$ cat src/dbr_pkg.sv
/*
 dbr_pkg: constants and types shared by the memory-side command controller and its buffer.
 Assumes one 200 MHz system clock; figures are picoseconds or nanoseconds converted to cycles here.
*/
package dbr_pkg;
   localparam int CLK_PERIOD_PS = 5000;
   // refresh timing in its own units
   localparam int T_RP_PS = 13750;
   localparam int T_RFC_PS = 260000;
   localparam int T_REFI_NS = 7800;
   // least times round up, the interval rounds down
   localparam int RP_CYC = (T_RP_PS + CLK_PERIOD_PS - 1) / CLK_PERIOD_PS;
   localparam int RFC_CYC = (T_RFC_PS + CLK_PERIOD_PS - 1) / CLK_PERIOD_PS;
   localparam int REFI_CYC = (T_REFI_NS * 1000) / CLK_PERIOD_PS;
   localparam int MAX_POSTPONE = 8;
   localparam int MAX_PULLIN = 8;
   localparam int BEATS_CHOP = 4;
   localparam int BEATS_FULL = 8;
   localparam int CCD_CYC = 4;
   // burst-length field of mode_register_zero
   localparam logic [1:0] BL_FIXED8 = 2'h0;
   localparam logic [1:0] BL_ON_FLY = 2'h1;
   localparam int BURST_SEL_POS = 12;
   // command pins {cs_n, ras_n, cas_n, we_n}
   localparam logic [3:0] CMD_NOP = 4'h7;
   localparam logic [3:0] CMD_DES = 4'hF;
   localparam logic [3:0] CMD_REF = 4'h1;
   localparam logic [3:0] CMD_PRE_ALL = 4'h2;
   localparam logic [3:0] CMD_RD = 4'h5;
   localparam logic [3:0] CMD_WR = 4'h4;
   localparam int A10_POS = 10;

   typedef enum logic [2:0] {
      DBR_IDLE, DBR_PRE_WAIT, DBR_RFC_WAIT, DBR_READ_WAIT, DBR_READ_DATA, DBR_WRITE_DATA, DBR_HALT
   } dbr_state_t;
endpackage
$ cat src/dbr_buf2.sv
/*
 dbr_buf2: two-entry valid/ready buffer for read data words.
 Assumes a single clock domain and synchronous active-high reset.
*/
module dbr_buf2 import dbr_pkg::*; #(
   parameter int WIDTH = 16
) (
   input wire logic sys_clk,
   input wire logic srst,
   input wire logic in_valid,
   output logic in_ready,
   input wire logic [WIDTH-1:0] in_data,
   output logic out_valid,
   input wire logic out_ready,
   output logic [WIDTH-1:0] out_data
);
   typedef struct packed {
      logic [1:0][WIDTH-1:0] mem;
      logic [1:0] cnt;
   } dbr_buf_t;
   dbr_buf_t s_r, s_nxt;
   logic push, pop;

   // a pop in the same cycle frees a slot, so a full buffer still takes a word from a source that cannot stall
   assign in_ready = (s_r.cnt != 2'h2) || out_ready;
   assign out_valid = (s_r.cnt != 2'h0);
   assign out_data = s_r.mem[0];
   assign push = in_valid && in_ready;
   assign pop = out_valid && out_ready;

   always_comb begin
      s_nxt = s_r;
      if (pop) begin
         s_nxt.mem[0] = s_r.mem[1];
      end
      if (push) begin
         if ((s_r.cnt == 2'h0) || (s_r.cnt == 2'h1 && pop)) begin
            s_nxt.mem[0] = in_data;
         end else begin
            s_nxt.mem[1] = in_data;
         end
      end
      s_nxt.cnt = s_r.cnt + {1'b0, push} - {1'b0, pop};
      if (srst) begin
         s_nxt = '0;
      end
   end

   always_ff @(posedge sys_clk) begin
      s_r <= s_nxt;
   end
endmodule

$ cat src/dbr_ctrl.sv
/*
 dbr_ctrl: memory-side command controller that drives a DDR3-style device's command,
 address and data pins. It issues reads and writes with on-the-fly burst choice, keeps a
 refresh debt, precharges before refresh and respects the refresh cycle time.
 Assumes pins are sampled synchronous to sys_clk (one beat per cycle, single data rate
 model of the link), banks are left open by nothing else, and the device clock is sys_clk.
*/
// Behaviour
// - eight beats when mode field is fixed-8, or on-the-fly with select high.
// - read capture accepts each strobe edge anywhere in the allowed window; here mem_dqs_in is unused, beats sampled RL cycles after the command.
// - after other timing faults, controller performs full reset and initialization; here it only latches need_reinit and holds req_ready low until srst.
// - every strobe edge of a write burst must meet its timing.
// - all banks precharged and idle for the precharge time before refresh.
// - after refresh only NOP or deselect until the refresh cycle time passes.
// - one separate refresh command per interval on average.
// - at most eight refreshes postponed; gap never beyond nine intervals.
// - up to eight refreshes pulled in, each cancelling one later.
// - beyond eight pulled in gives no credit.
// - postponed refreshes all issued before self-refresh entry.
module dbr_ctrl import dbr_pkg::*; #(
   parameter int DW = 16,
   parameter int AW = 15,
   parameter int AL = 0,
   parameter int CL = 5,
   parameter int REFI = REFI_CYC,
   parameter int RFC = RFC_CYC
) (
   input wire logic sys_clk,
   input wire logic srst,
   // user side
   input wire logic [1:0] mode_burst_field,
   input wire logic req_valid,
   output logic req_ready,
   input wire logic req_write,
   input wire logic req_long,
   input wire logic [2:0] req_bank,
   input wire logic [AW-1:0] req_col,
   input wire logic [DW-1:0] wr_data,
   output logic wr_data_take,
   input wire logic ref_pull_in,
   input wire logic sref_req,
   output logic sref_ok,
   input wire logic timing_fault,
   output logic need_reinit,
   output logic rd_valid,
   input wire logic rd_ready,
   output logic [DW-1:0] rd_data,
   output logic rd_last,
   // device pins
   output logic mem_cs_n,
   output logic mem_ras_n,
   output logic mem_cas_n,
   output logic mem_we_n,
   output logic [2:0] mem_ba,
   output logic [AW-1:0] mem_addr,
   input wire logic [DW-1:0] mem_dq_in,
   output logic [DW-1:0] mem_dq_out,
   output logic mem_dq_oe,
   input wire logic mem_dqs_in,
   output logic mem_dqs_out,
   output logic mem_dqs_oe
);
   localparam int RL = AL + CL;
   localparam int CW = 16;
   localparam int DEBT_W = 5;

   typedef struct packed {
      dbr_state_t st;
      logic [CW-1:0] cnt;
      logic [3:0] beats;
      logic [3:0] beat_cnt;
      logic [CW-1:0] refi_cnt;
      logic signed [DEBT_W-1:0] debt;
      logic [3:0] cmd;
      logic [2:0] ba;
      logic [AW-1:0] addr;
      logic [DW-1:0] dq_out;
      logic dq_oe;
      logic dqs_out;
      logic reinit;
   } dbr_ctl_t;
   dbr_ctl_t s_r, s_nxt;

   logic cap_valid, cap_ready;
   logic [DW:0] cap_data, rd_word;

   // decoded burst length, used for reads and writes alike
   function automatic logic [3:0] burst_beats(input logic [1:0] fld, input logic sel);
      if (fld == BL_FIXED8 || (fld == BL_ON_FLY && sel)) begin
         burst_beats = 4'(BEATS_FULL);
      end else begin
         burst_beats = 4'(BEATS_CHOP);
      end
   endfunction

   ////////////////////////////////////////////////////////////////////////////////
   logic refresh_due, refresh_urgent, may_pull, refresh_go;
   assign refresh_due = (s_r.debt > 0);
   assign refresh_urgent = (s_r.debt >= DEBT_W'(MAX_POSTPONE));
   assign may_pull = (s_r.debt > -DEBT_W'(MAX_PULLIN));
   assign refresh_go = refresh_due || (ref_pull_in && may_pull) || (sref_req && s_r.debt > 0);
   // ready stays low whenever idle starts a refresh instead, so a shown ready is always a taken request
   assign req_ready = (s_r.st == DBR_IDLE) && !refresh_go && !refresh_urgent && !s_r.reinit && !sref_req;
   assign sref_ok = (s_r.st == DBR_IDLE) && (s_r.debt <= 0);
   assign wr_data_take = (s_r.st == DBR_WRITE_DATA);
   // read data sampled on each beat; the strobe is not used as a fixed-phase clock
   assign cap_valid = (s_r.st == DBR_READ_DATA);
   assign cap_data = {(s_r.beat_cnt == s_r.beats - 4'h1), mem_dq_in};

   always_comb begin
      s_nxt = s_r;
      s_nxt.cmd = CMD_NOP;
      s_nxt.dq_oe = 1'b0;
      s_nxt.dqs_out = 1'b0;
      if (s_r.refi_cnt == CW'(REFI - 1)) begin
         s_nxt.refi_cnt = '0;
         s_nxt.debt = s_r.debt + DEBT_W'(1);
      end else begin
         s_nxt.refi_cnt = s_r.refi_cnt + CW'(1);
      end
      if (timing_fault) begin
         s_nxt.reinit = 1'b1;
      end
      unique case (s_r.st)
         DBR_IDLE: begin
            if (refresh_go) begin
               s_nxt.cmd = CMD_PRE_ALL;
               s_nxt.addr = '0;
               s_nxt.addr[A10_POS] = 1'b1;
               s_nxt.cnt = CW'(RP_CYC - 1);
               s_nxt.st = DBR_PRE_WAIT;
            end else if (req_valid && req_ready) begin
               s_nxt.ba = req_bank;
               s_nxt.addr = req_col;
               // the select bit replaces any column bit at that position
               s_nxt.addr[BURST_SEL_POS] = req_long;
               s_nxt.beats = burst_beats(mode_burst_field, req_long);
               s_nxt.beat_cnt = '0;
               if (req_write) begin
                  s_nxt.cmd = CMD_WR;
                  s_nxt.cnt = CW'(RL - 2);
                  s_nxt.st = DBR_WRITE_DATA;
               end else begin
                  s_nxt.cmd = CMD_RD;
                  // command cycle plus RL - 1 waits puts the first capture RL cycles after the command
                  s_nxt.cnt = CW'(RL - 1);
                  s_nxt.st = DBR_READ_WAIT;
               end
            end
         end
         DBR_PRE_WAIT: begin
            if (s_r.cnt == '0) begin
               s_nxt.cmd = CMD_REF;
               s_nxt.addr = '0;
               s_nxt.debt = s_nxt.debt - DEBT_W'(1);
               s_nxt.cnt = CW'(RFC - 1);
               s_nxt.st = DBR_RFC_WAIT;
            end else begin
               s_nxt.cnt = s_r.cnt - CW'(1);
            end
         end
         DBR_RFC_WAIT: begin
            // only NOP until the cycle time passes; banks stay idle afterwards
            if (s_r.cnt == '0) begin
               s_nxt.st = DBR_IDLE;
            end else begin
               s_nxt.cnt = s_r.cnt - CW'(1);
            end
         end
         DBR_READ_WAIT: begin
            if (s_r.cnt == '0) begin
               s_nxt.st = DBR_READ_DATA;
            end else begin
               s_nxt.cnt = s_r.cnt - CW'(1);
            end
         end
         DBR_READ_DATA: begin
            if (cap_ready) begin
               s_nxt.beat_cnt = s_r.beat_cnt + 4'h1;
            end
            if (s_r.beat_cnt == s_r.beats - 4'h1) begin
               // chop still occupies the tCCD slot before the next column command
               s_nxt.st = DBR_IDLE;
            end else if (!cap_ready) begin
               s_nxt.reinit = 1'b1;
            end
         end
         DBR_WRITE_DATA: begin
            // every beat driven with its own strobe edge for the whole burst
            s_nxt.dq_oe = 1'b1;
            s_nxt.dqs_out = ~s_r.dqs_out;
            s_nxt.dq_out = wr_data;
            s_nxt.beat_cnt = s_r.beat_cnt + 4'h1;
            if (s_r.beat_cnt == s_r.beats - 4'h1) begin
               s_nxt.st = DBR_IDLE;
            end
         end
         DBR_HALT: begin
            s_nxt.st = DBR_IDLE;
         end
      endcase
      if (srst) begin
         s_nxt = '0;
         s_nxt.st = DBR_IDLE;
         s_nxt.cmd = CMD_DES;
      end
   end

   always_ff @(posedge sys_clk) begin
      s_r <= s_nxt;
   end

   ////////////////////////////////////////////////////////////////////////////////
   // two entries absorb a one-cycle stall from the reader so no beat is dropped
   dbr_buf2 #(.WIDTH(DW + 1)) u_rbuf (
      .sys_clk(sys_clk),
      .srst(srst),
      .in_valid(cap_valid),
      .in_ready(cap_ready),
      .in_data(cap_data),
      .out_valid(rd_valid),
      .out_ready(rd_ready),
      .out_data(rd_word)
   );

   // the last-beat flag travels with its word through the buffer
   assign rd_data = rd_word[DW-1:0];
   assign rd_last = rd_word[DW];
   assign {mem_cs_n, mem_ras_n, mem_cas_n, mem_we_n} = s_r.cmd;
   assign mem_ba = s_r.ba;
   assign mem_addr = s_r.addr;
   assign mem_dq_out = s_r.dq_out;
   assign mem_dq_oe = s_r.dq_oe;
   assign mem_dqs_out = s_r.dqs_out;
   assign mem_dqs_oe = s_r.dq_oe;
   assign need_reinit = s_r.reinit;
endmodule

$ cat config.mk
export PLATFORM = sky130hd
export DESIGN_NAME = dbr_ctrl
export DESIGN_NICKNAME = d
export VERILOG_FILES = /design/src/dbr_pkg.sv /design/src/dbr_buf2.sv /design/src/dbr_ctrl.sv
export SDC_FILE = /design/constraint.sdc
export NUM_CORES = 1
export LEC_CHECK = 0
export BUFFER_PORTS_ARGS = -buffer_cell sky130_fd_sc_hd__buf_2
export CAP_MARGIN = 20
export CORE_AREA = 2 2 149 151
export DETAILED_ROUTE_END_ITERATION = 16
export DIE_AREA = 0 0 151 153
export PLACE_DENSITY = 0.53
export SETUP_SLACK_MARGIN = 0.5
export SLEW_MARGIN = 0
export SYNTH_ARGS = -nofsm -noshare
export SYNTH_HDL_FRONTEND = slang
export SYNTH_HIERARCHICAL = 1
export SYNTH_SLANG_ARGS = --single-unit
$ cat constraint.sdc
create_clock -name sys_clk -period 3.13 [get_ports sys_clk]
set_input_delay 0.1565 -clock sys_clk [delete_from_list [all_inputs] [get_ports sys_clk]]
set_output_delay 0.1565 -clock sys_clk [all_outputs]
set_load 0.05 [all_outputs]
# Word level (Yosys, flattened, before mapping)
# Cells that the tools add are included.
# op_classes
muxes	33
n_bitwise	4
n_eq_ne	20
reduce_logical	39
order_cmp	4
addsub	8
# op_table
op	n
$mux W17	3
$pmux W16 S3	1
$mux W19	2
$mux W16	2
$mux W15	2
$pmux W15 S2	1
$mux W27	1
$mux W20	1
$pmux W3 S6	1
$add A16 B1 Y16 const B	1
$eq A16 B11 Y1 const B	1
$logic_not A16 Y1	1
$sub A16 B1 Y16 const B	1
$mux W3	5
$ne A2 B2 Y1 const B	7
$logic_and A1 B1 Y1	12
$mux W4	3
$pmux W4 S3	1
$mux W5	2
$eq A3 B3 Y1 const B	3
$mux W9	1
$reduce_and A3 Y1	3
$pmux W4 S2	1
$reduce_or A2 Y1	4
other kinds (28)	48
# totals
input_bits	62
reg_bits	125
out_inout_bits	63

# Depth between registers and ports, before layout
# Gate-level depths: netlist (run 1).
# logic_depth
depth_word	13
mapped_depth	9

# Modules after synthesis
# Netlist (run 1), hierarchy kept.
# modules_own_cells
mod	cells_per_inst	area_each_um2	instances
dbr_ctrl	512	4247.8	1
dbr_buf2	206	1880.6	1

# Least setup slack after synthesis (run 1)
# Ideal clock, no wire load.
# synth_timing
path_type	flip-flop to flip-flop
start	register s_r[70] in the netlist's numbering
end	register s_r[82] in the netlist's numbering
n_path_buf	0
stages_incl_launch_ff	8
t_arrival_ps	2201
period_less_slack_ps	2276
path_slack_ps	854
path_cell_list	dfxtp_1 -> inv_1 -> ha_1 -> or4b_4 -> or3_4 -> or3_1 -> or4_1 -> a21oi_1
# synth_via
elab_chain_len	3
elab_cells_between_ends	7
classes_between	add/sub: 1; eq/ne: 1; mux: 3; reduce/logical: 2
# synth_lines
item	line_no	rtl
from (decl)	dbr_ctrl.sv:82	dbr_ctl_t s_r, s_nxt;
from (signal assigned)	dbr_ctrl.sv:210	s_r <= s_nxt;
$sub A16 B1 Y16 / $logic_not A16 Y1 (equally long branches)	n/a	
$mux W16 (tied with other cells)	dbr_ctrl.sv:164, dbr_ctrl.sv:171	
$pmux W16 S3 / $reduce_and A3 Y1 (equally long branches)	n/a	
# Several ways; a longest one is shown, not always the timed one. The select of a mux whose other input is x is not followed.
# A chain may end at the register's enable or synchronous reset.

# Final worst setup path (run 1)
# layout_timing
start	register s_r[77] in the netlist's numbering
end	register s_r[45] in the netlist's numbering
# layout_via
elab_chain_len	3
# layout_lines
item	line_no	rtl
$logic_not A16 Y1	dbr_ctrl.sv:152	if (s_r.cnt == '0) begin
$mux W9	dbr_ctrl.sv:152	
$mux W5	dbr_ctrl.sv:124	unique case (s_r.st)
# Every way passes these cells.

==> impl_results.md, run 1 <==
- Fin. Hold Viols: 0
- CTS tree: built
- PD cells: 857.3 mW/mm2
- Highest Clock Rate: slightly above 400 MHz
- Remaining antenna violation count after routing: 0
- Via count: 5196
- VDD IR max: 0.0004784 V
- LEAKAGE: approximately 2.9 nW
- Number of CTS-inserted buffers: 17
- Worst path cell trace: or4_1 > nor2_1 > buf_4 > nand4_1 > nor4b_2 > mux2i_1
- Max-slew headroom: 50.26%
- Synth warn: 6
- Core box area: 0.02149 mm2
- Sequential area share after synthesis: 40.18%
- Slew @ Worst Pin: between 0.7 and 0.8 ns
- CP endpoint kind: register
- Cell Count Post-Placement: between 1000 and 1500
- Max Clock Skew: approximately 0.020 ns
- Gpl congestion: 0.7693
- Syn Std Cell Area: between 0.006 and 0.007 mm2
- Starting density of the core: 28.52%
- Crit path largest cell delay: between 0.6 and 0.7 ns
- Dominant cells by area after synthesis: dfxtp_1, buf_4, nand2_1
- Placed cell areas: 0.006644 mm2
- Async SR Flop Fraction: 0%
- Hold Path Class: primary input to register
- Most common cell after layout, fill and taps aside: dfxtp_1
- Final slew viol count: 0
- Setup_tns: 0 ns
- 1st-iter DRT viols: 226
- Highest net fanout along the worst path: 7
- Worst path slowest cell: or4_1
- Dominant cell type by area after synthesis: dfxtp_1
- Min Tclk post-route: 2.439 ns
- Cell area after layout: 0.007595 mm2
- Syn nets: 787
- Setup Viol. Count Final: 0
- Post-DP HPWL: 9830 um
- Longest Clk Path Bufs: 2
- Synth-to-layout area growth: 23.93%
- Clk pin slew, worst setup/hold paths: 0.06 ns
- Synth unique cells: 63
- Vias in the first global route: 4959
- First-pass GRT wire length: approximately 25000 um
- Setup CP Type: register to register
- Largest net degree at the start of global routing: 50
- Clock Sinks: 123
- Top-area cell type share of the netlist area: 40.18%
- Synthesis-stage register bit count: 123
- Antenna cells: 0
- Clk_lat worst skew: 0.42 ns
- Arr. time, crit path: 2.78 ns
- DR pass1 iterations: 6
- Avg WL per Cell: 13.61 um
- Gr ovfl total: 0
- Most frequent cells in the layout: dfxtp_1, buf_2, nand2_1, a21oi_1, nand2b_1
- Worst Path Required: 3.47 ns
- Post-Route WL: 15140 um
- Initial antenna violation count: 0
- Outcome: finished clean
- Final nets: between 800 and 900
- Share of layout cells above drive strength 1: 23.56%
- Port-buffer cells: 122
- Max-Cap Viols: 0
- RSZ-0062 raised after global routing: true
- Fin cells: 1112
- Overall global routing resource usage: between 10% and 20%
- Post-synth EDFFs: 0
- Row count: 54
- Die span in x: 151 um
- Root Buffer: clkbuf_16
- Top FF cell, synth: dfxtp_1
- Htree depth: 4
- Fin crit share: 77.93%
- DR DRC count: 0
- Die area: 0.02310 mm2
- Vias per Instance: 4.673
- DIE HEIGHT: 153 um
- Critical Path Source Type: register
- Avg Cell Area, Syn: 8.535 um2
- Top Ports: 125
- Mapped Cells: between 700 and 800
==> final timing paths <==
path	start	endpoint	slack, ns	depth (start not counted)
setup / recovery	s_r[77]	s_r[45]	0.69	6
hold reg to reg	mem_dqs_out	mem_dqs_out	0.44	1
hold / removal	mem_dq_in[3]	u_rbuf/s_r[22]	0.01	3
setup reg to reg	s_r[77]	s_r[45]	0.69	6
==> area by class of cell <==
type	count	area, um2
clock buffers	19	442.9
clock inverters	13	145.1
fillers	2246	13890
inverters	11	41.29
multi-input cells	490	3049
flip-flops and latches	123	2462
well taps	280	350.3
repair buffers	176	1104
==> power breakdown <==
part / internal [mW] / leakage [nW] / switching (mW)
logic: 0.902 / 1.67 / 1.69
clock network: 1.20 / 0.268 / 0.756
registers: 1.77 / 0.996 / 0.196
total: 3.87 / 2.94 / 2.64
==> per-stage QoR <==
stage / hold slack (ns) / setup slack [ns] / utilization [%] / power, mW
after floorplan: 0.1842 / 0.8537 / - / 3.975
after global placement: 0.3776 / 0.5712 / 30.92 / 4.534
after detailed placement: 0.3855 / 0.5593 / 30.92 / 4.549
after CTS: 0.00004707 / 0.5385 / 35.24 / 6.573
after global routing: 0.01010 / 0.4156 / 35.35 / 6.931
final: 0.01461 / 0.6909 / 35.35 / 6.511
==> logic make-up (layout without fill, tap and decap cells) <==
| family | count (synthesis) | after routing | synth area share (%) |
|---|---|---|---|
| and+or+nand+nor | 308 | 308 | 26.24 |
| AOI/OAI and AO/OA | 129 | 129 | 14.54 |
| DFF | 123 | 123 | 40.18 |
| buffers and inverters | 105 | 219 | 10.53 |
| muxes | 25 | 25 | 4.083 |
| xor gates and xnor gates | 21 | 21 | 3.001 |
| adders and majority gates | 7 | 7 | 1.429 |
==> critical path: cells and delay by family, from the launching register on <==
| family | cells | cell delay [ns] |
|---|---|---|
| buf+inv | 1 | 0.24 |
| flops | 1 | 0.35 |
| mux | 1 | 0.21 |
| simple gates | 4 | 1.55 |
==> synthesized netlist by cell type (13+ instances only) <==
master / count
a21oi_1: 57
mux2i_1: 25
clkbuf_1: 27
nor2_1: 38
xor2_1: 13
nor3_1: 31
buf_4: 54
nand2_1: 95
nand2b_1: 40
nand3_1: 29
dfxtp_1: 123
==> sequential cells by signal, summed over array words and instances (netlist names), 3 cells and up <==
| signal | count |
|---|---|
| mem_ba | 3 |
| u_rbuf/s_r | 19 |
| s_r | 46 |
| mem_dq_out | 16 |
| u_rbuf/out_data | 17 |
| mem_addr | 15 |
==> routing by layer <==
metal | share of wire (%) | GRT usage (%)
met1 | 49 | 17.80
met4 | 0.69 | 3.961
met5 | 0 | 0
met3 | 4.8 | 4.478
met2 | 46 | 20.22
==> timing repair <==
action,CTS,global route
hold endpoints to repair,34,0
buffers inserted,0,0
gates resized for setup,0,5
hold buffers,34,0
setup endpoints to repair,0,13
Power figures use the tool's default switching activity.
==> run 2: changes to the inputs <==
Clock period 3.13 ns to 2.3 ns, I/O delays scaled along.
==> run 2 against run 1 <==
  * The run now ends with setup timing left
  * Largest cell class unchanged
  * Non-clock buffer count is 81 higher
  * First-iteration DRC count is 21% lower
  * Power is 64% higher
  * Critical path depth is 1 higher
  * Via count is 8.2% higher
  * Global-route usage is 1.2 points higher
  * Maximum frequency is 5.7% higher
  * Critical endpoint is now s_r[82]
  * Worst hold slack better by 0.038 ns
  * Worst setup slack worse by 0.70 ns
==> impl_results.md, run 2 (same netlist as run 1, synthesis figures left out) <==
- Synth-to-layout area growth: 43.57%
- Setup slack at placement: -0.002617 ns (-0.5619 ns)
- Utilization after layout: 40.95% (+5.6 points)
- Critical path depth in cells: 7 (+1)
- Fin crit share: 100.3% (+22 points)
- Clock Sinks: 123 (unchanged)
- Antenna cells: 0 (unchanged)
- DR DRC count: 0 (unchanged)
- Row count: 54 (unchanged)
- Highest net fanout along the worst path: 3 (-4)
- Clk_lat worst skew: 0.42 ns (about the same)
- Power consumption: 10.65 mW (+64%)
- RSZ-0062 raised after global routing: true
- Worst Path Required: 2.65 ns (-0.82 ns)
- PD cells: 1211 mW/mm2 (+41%)
- Avg WL per Cell: 14.04 um (+3.1%)
- Gpl congestion: 0.7842 (+1.9%)
- Overall global routing resource usage: 14.51% (+1.2 points)
- Highest Clock Rate: 433.4 MHz (+5.7%)
- DIE HEIGHT: 153 um (unchanged)
- Longest Clk Path Bufs: 2 (unchanged)
- Hold Path Class: primary input to register
- Vias in the first global route: 5425 (+9.4%)
- Gr ovfl total: 0 (unchanged)
- Gate power share: 47.0% (+7.2 points)
- Critical path startpoint: s_r[70]
- Most common cell after layout, fill and taps aside: buf_2
- LEAKAGE: 3.490 nW (+19%)
- Final slew viol count: 0 (unchanged)
- Clk network pwr share: 27.7% (-2.3 points)
- Top Ports: 125 (unchanged)
- Share of layout cells above drive strength 1: 35.56% (+12 points)
- Setup Viol. Count Final: 1 (+1)
- Max Clock Skew: 0.007118 ns (-0.01287 ns)
- CP delay by family, top: simple AND/OR/NAND/NOR gates
- Worst setup margin: -0.007209 ns (-0.6982 ns)
- Initial antenna violation count: 0 (unchanged)
- Most flops, register: s_r
- Most frequent cells in the layout: buf_2, dfxtp_1, nand2_1, buf_4, a21oi_1
- Clk pin slew, worst setup/hold paths: 0.06 ns (about the same)
- Worst path cell trace: inv_2 > ha_4 > or4b_4 > or3_4 > or3_4 > or4_4 > a21oi_2
- Core box area: 0.02149 mm2 (unchanged)
- Worst path slowest cell: or4b_4
- Int Power: 6.549 mW (+69%)
- Port-buffer cells: 122 (unchanged)
- Via count: 5623 (+8.2%)
- Setup CP Type: register to register
- Switching share of power: 38.52% (-2.0 points)
- Starting density of the core: 28.52% (unchanged)
- Htree depth: 4 (unchanged)
- Min Tclk post-route: 2.307 ns (-0.1318 ns)
- Vias per Instance: 4.709 (+0.79%)
- Outcome: complete, but fails checks
- Arr. time, crit path: 2.66 ns (-0.12 ns)
- Number of CTS-inserted buffers: 17 (unchanged)
- Largest net degree at the start of global routing: 63 (+26%)
- Slew @ Worst Pin: 0.6816 ns (-0.06307 ns)
- Critical Path Source Type: register
- Die span in x: 151 um (unchanged)
- First-pass GRT wire length: 26940 um (+7.9%)
- Max-slew headroom: 54.56% (+4.3 points)
- Final nets: 970 (+9.2%)
- DR pass1 iterations: 4 (-2)
- Hold Crit Depth: 4 (+1)
- Max reg flops: 46 (unchanged)
- WP buf/inv: 1 (unchanged)
- CP endpoint kind: register
- VDD IR max: 0.0007599 V (+59%)
- Fin. Hold Viols: 0 (unchanged)
- Critical Path Most Common Cell: or3_4
- CTS tree: built
- Sequential power share: 25.3% (-5.0 points)
- Reg2Reg Depth: 7 (+1)
- Crit path largest cell delay: 0.46 ns (-0.15 ns)
- 1st-iter DRT viols: 178 (-21%)
- Root Buffer: clkbuf_16
- Hold path start: mode_burst_field[1]
- Max-Cap Viols: 0 (unchanged)
- Post-Route WL: 16760 um (+11%)
- Sw Pwr: 4.104 mW (+56%)
- Remaining antenna violation count after routing: 0 (unchanged)
- Die area: 0.02310 mm2 (unchanged)
- Worst flop-to-flop path startpoint: s_r[70]
- Failing checks: setup timing
- Post-DP HPWL: 10370 um (+5.5%)
==> run 2: cell types whose count changed in the layout (fill, tap and decap cells not counted), sizes merged <==
cell / delta
buf: +64
bufinv: +3
clkbuf: +1
clkinv: -1
clkinvlp: -2
dlygate4sd3: +17
inv: -1
nand3: +1
==> run 2: through the flow <==
step,area (um2),hold slack [ns],TNS (ns),cells
after detailed placement,7059,0.3373,-0.002617,1074
final,8798,0.05268,-0.007209,1194
after CTS,8562,0.02717,0,1182
after global placement,7059,0.3320,-0.004376,1074
after floorplan,6384,0.1427,0,718
after global routing,8798,0.08507,-0.06709,1194
==> run 2: worst paths after layout <==
check	end	slack (ns)
max	s_r[82]	-0.007
min	s_r[69]	0.05
max reg2reg	s_r[82]	-0.007
min reg2reg	mem_dqs_out	0.42
==> run 2: power by group through the flow <==
stage	clock network [mW]	logic, mW	registers, mW
floorplan	0	3.05	2.73
global placement	0	4.06	2.72
detailed placement	0	4.06	2.71
CTS	3.02	4.64	2.68
global route	3.12	5.41	2.74
finish	2.95	5.00	2.70
==> run 2: worst register-to-register path, stage by stage, from the launching register on <==
cell and delay [ns]:
dfxtp_2 0.32, inv_2 0.07, ha_4 0.13, or4b_4 0.46, or3_4 0.37, or3_4 0.34
or4_4 0.42, a21oi_2 0.14
==> run 2: area by class of cell <==
class                   instances  area [um2]
inverters                      11       48.80
flip-flops and latches        123        2482
multi-input cells             491        3402
fillers                      2153       12690
well taps                     280       350.3
clock inverters                12       195.2
clock buffers                  20       446.7
repair buffers                257        1873
==> run 2: metal layers <==
metal / global-route usage, % / wire [um] / vias up
met1: 18.46 / 7835 / 2616
met4: 5.607 / 264 / 0
met5: 0 / 0 / -
li1: - / - / 2847
met3: 3.970 / 881 / 22
met2: 23.27 / 7782 / 138
==> run 2: repair_timing <==
action                     4_1_cts  5_1_grt
setup buffers                   23       10
setup endpoints to repair       68       55
gates cloned                     2        2
hold buffers                    51        0
pin swaps                       11       15
resized for setup               44       43
hold endpoints to repair        50        0
==> run 3: changes to the inputs <==
Settings changed: REMOVE_ABC_BUFFERS from default to 1.
==> run 3 against run 2 <==
  * Non-clock buffer count up 15
  * Routed wire length up 7.4%
  * Count of clock-buffer cells in the layout unchanged
  * The flow still finishes with violations (setup timing)
  * Design area up 4.3%
  * Clock power down 6%
  * Sequential cell count unchanged
  * First-iteration DRC count up 26%
==> impl_results.md, run 3 (same netlist as run 1, synthesis figures left out) <==
- Outcome: complete, but fails checks
- Failing checks: setup timing
- First-pass GRT wire length: 27420 um (+1.8%)
- Critical Path Source Type: register
- Synth-to-layout area growth: 49.71%
- Reg2Reg Depth: 7 (unchanged)
- Setup Viol. Count Final: 2 (+1)
- Initial antenna violation count: 0 (unchanged)
- Top Ports: 125 (unchanged)
- Placed cell areas: 0.006957 mm2 (-1.5%)
- Clock Sinks: 123 (unchanged)
- VDD IR max: 0.0005794 V (-24%)
- Vias per Instance: 4.824 (+2.4%)
- Setup_tns: -0.03067 ns (-0.02346 ns)
- Fill cells: 2084 (-3.2%)
- Highest metal used: met4
- Most flops, register: s_r
- CTS tree: built
- Final hold slack: 0.07708 ns (+0.02440 ns)
- Worst path cell trace: inv_2 > ha_4 > or4b_4 > or3_4 > or3_1 > or4_1 > a21oi_1
- Antenna cells: 0 (unchanged)
- Clk pin slew, worst setup/hold paths: 0.06 ns (about the same)
- Port-buffer cells: 122 (unchanged)
- Fin crit share: 101.0% (+0.68 points)
- CP endpoint kind: register
- LEAKAGE: 3.588 nW (+2.8%)
- CP delay by family, top: simple AND/OR/NAND/NOR gates
- Met2 WL: 8909 um (+14%)
- Worst path slowest cell: or4b_4
- Arr. time, crit path: 2.68 ns (+0.02 ns)
- Cell area after layout: 0.009175 mm2 (+4.3%)
- Worst Hold End: s_r[69]
- Die area: 0.02310 mm2 (unchanged)
- DR DRC count: 0 (unchanged)
- WP buf/inv: 1 (unchanged)
- Hold path start: mode_burst_field[1]
- Max reg flops: 46 (unchanged)
- Overall global routing resource usage: 14.80% (+0.29 points)
- Clk_lat worst skew: 0.42 ns (about the same)
- Via count: 5837 (+3.8%)
- Share of layout cells above drive strength 1: 40.00% (+4.4 points)
- Max-Cap Viols: 0 (unchanged)
- Starting density of the core: 28.52% (unchanged)
- Highest Clock Rate: 430.5 MHz (-0.67%)
- Routed length on met1: 7821 um (-0.18%)
- Worst setup margin: -0.02287 ns (-0.01566 ns)
- Final nets: 986 (+1.6%)
- Most common cell after layout, fill and taps aside: buf_2
- Root Buffer: clkbuf_16
- Final slew viol count: 0 (unchanged)
- Worst Path Required: 2.65 ns (about the same)
- RR Endpoint: s_r[82]
- RSZ-0062 raised after global routing: true
- Hold Crit Depth: 4 (unchanged)
- Number of CTS-inserted buffers: 17 (unchanged)
- Worst flop-to-flop path startpoint: s_r[71]
- Row count: 54 (unchanged)
- DIE HEIGHT: 153 um (unchanged)
- Setup CP Type: register to register
- Vias in the first global route: 5611 (+3.4%)
- Crit path largest cell delay: 0.47 ns (about the same)
- Htree depth: 4 (unchanged)
- Max-slew headroom: 55.55% (+0.99 points)
- Routed wl met3: 907 um (+3.0%)
- Slew @ Worst Pin: 0.6660 ns (-0.01557 ns)
- Power consumption: 11.14 mW (+4.6%)
- Die span in x: 151 um (unchanged)
- R2r setup slk: -0.02 ns (-0.02 ns)
- Highest net fanout along the worst path: 3 (unchanged)
- Post-Route WL: 18000 um (+7.4%)
- Max Clock Skew: 0.007215 ns (+0.00009664 ns)
- Longest Clk Path Bufs: 2 (unchanged)
- PD cells: 1214 mW/mm2 (+0.28%)
- Core box area: 0.02149 mm2 (unchanged)
- Gr ovfl total: 0 (unchanged)
- Min Tclk post-route: 2.323 ns (+0.01566 ns)
- Avg WL per Cell: 14.88 um (+6.0%)
- Largest net degree at the start of global routing: 43 (-32%)
- Hold Path Class: primary input to register
- Most frequent cells in the layout: buf_2, dfxtp_1, nand2_1, buf_4, dlygate4sd3_1
- 1st-iter DRT viols: 225 (+26%)
- DR pass1 iterations: 4 (unchanged)
- Post-DP HPWL: 10920 um (+5.3%)
- Remaining antenna violation count after routing: 0 (unchanged)
- Fin. Hold Viols: 0 (unchanged)
- Gpl congestion: 0.7931 (+1.1%)
-- run 3: area by class of cell --
| type | count | area [um2] | share of cell area (%) |
|---|---|---|---|
| multi-input combinational | 492 | 3622 | 39.48 |
| tap | 280 | 350.3 | 3.818 |
| inverter | 11 | 46.29 | 0.5046 |
| clock buffer | 20 | 456.7 | 4.977 |
| clock inverter | 12 | 146.4 | 1.596 |
| timing repair buffer | 272 | 2068 | 22.54 |
| sequential | 123 | 2485 | 27.08 |
-- run 3: worst max path at each step --
stage                   from            end  cells past startpoint
2_1_floorplan  u_rbuf/s_r[0]  u_rbuf/s_r[1]                      6
3_3_place_gp         s_r[70]        s_r[82]                      7
3_5_place_dp         s_r[46]        s_r[45]                      9
4_1_cts              s_r[70]        s_r[82]                      7
5_1_grt              s_r[47]        s_r[45]                      9
6_report             s_r[71]        s_r[82]                      7
-- run 3: tightest hold or removal path, stage by stage --
cell and delay [ns]:
buf_2 0.08, a21oi_1 0.07, mux2i_1 0.14, nor2_1 0.05
-- run 3: repair_timing --
action / in CTS / in global routing
hold endpoints to repair: 50 / 0
pin swaps: 15 / 33
resized for setup: 60 / 104
endpoints found under the setup margin: 71 / 68
buffers inserted: 13 / 22
gates cloned: 4 / 3
hold buffers: 50 / 0
-- run 3: per-layer routing --
metal	global-route usage, %	up-vias
met2	25.02	155
li1	-	2888
met5	0	-
met3	4.388	33
met1	17.68	2761
met4	5.340	0
-- run 3: per-stage QoR --
stage | cells | util (%) | setup WS, ns
3_5_place_dp | 1086 | 32.38 | -0.1163
2_1_floorplan | 624 | - | -0.1748
6_report | 1210 | 42.70 | -0.02287
4_1_cts | 1185 | 39.28 | 0.009988
3_3_place_gp | 1086 | 32.38 | -0.01673
5_1_grt | 1210 | 42.70 | -0.1293
-- run 3: report_power, final --
part | internal (mW) | switching [mW] | total, mW
combinational | 2.50 | 3.15 | 5.65
clock | 1.75 | 1.02 | 2.77
sequential | 2.44 | 0.282 | 2.72
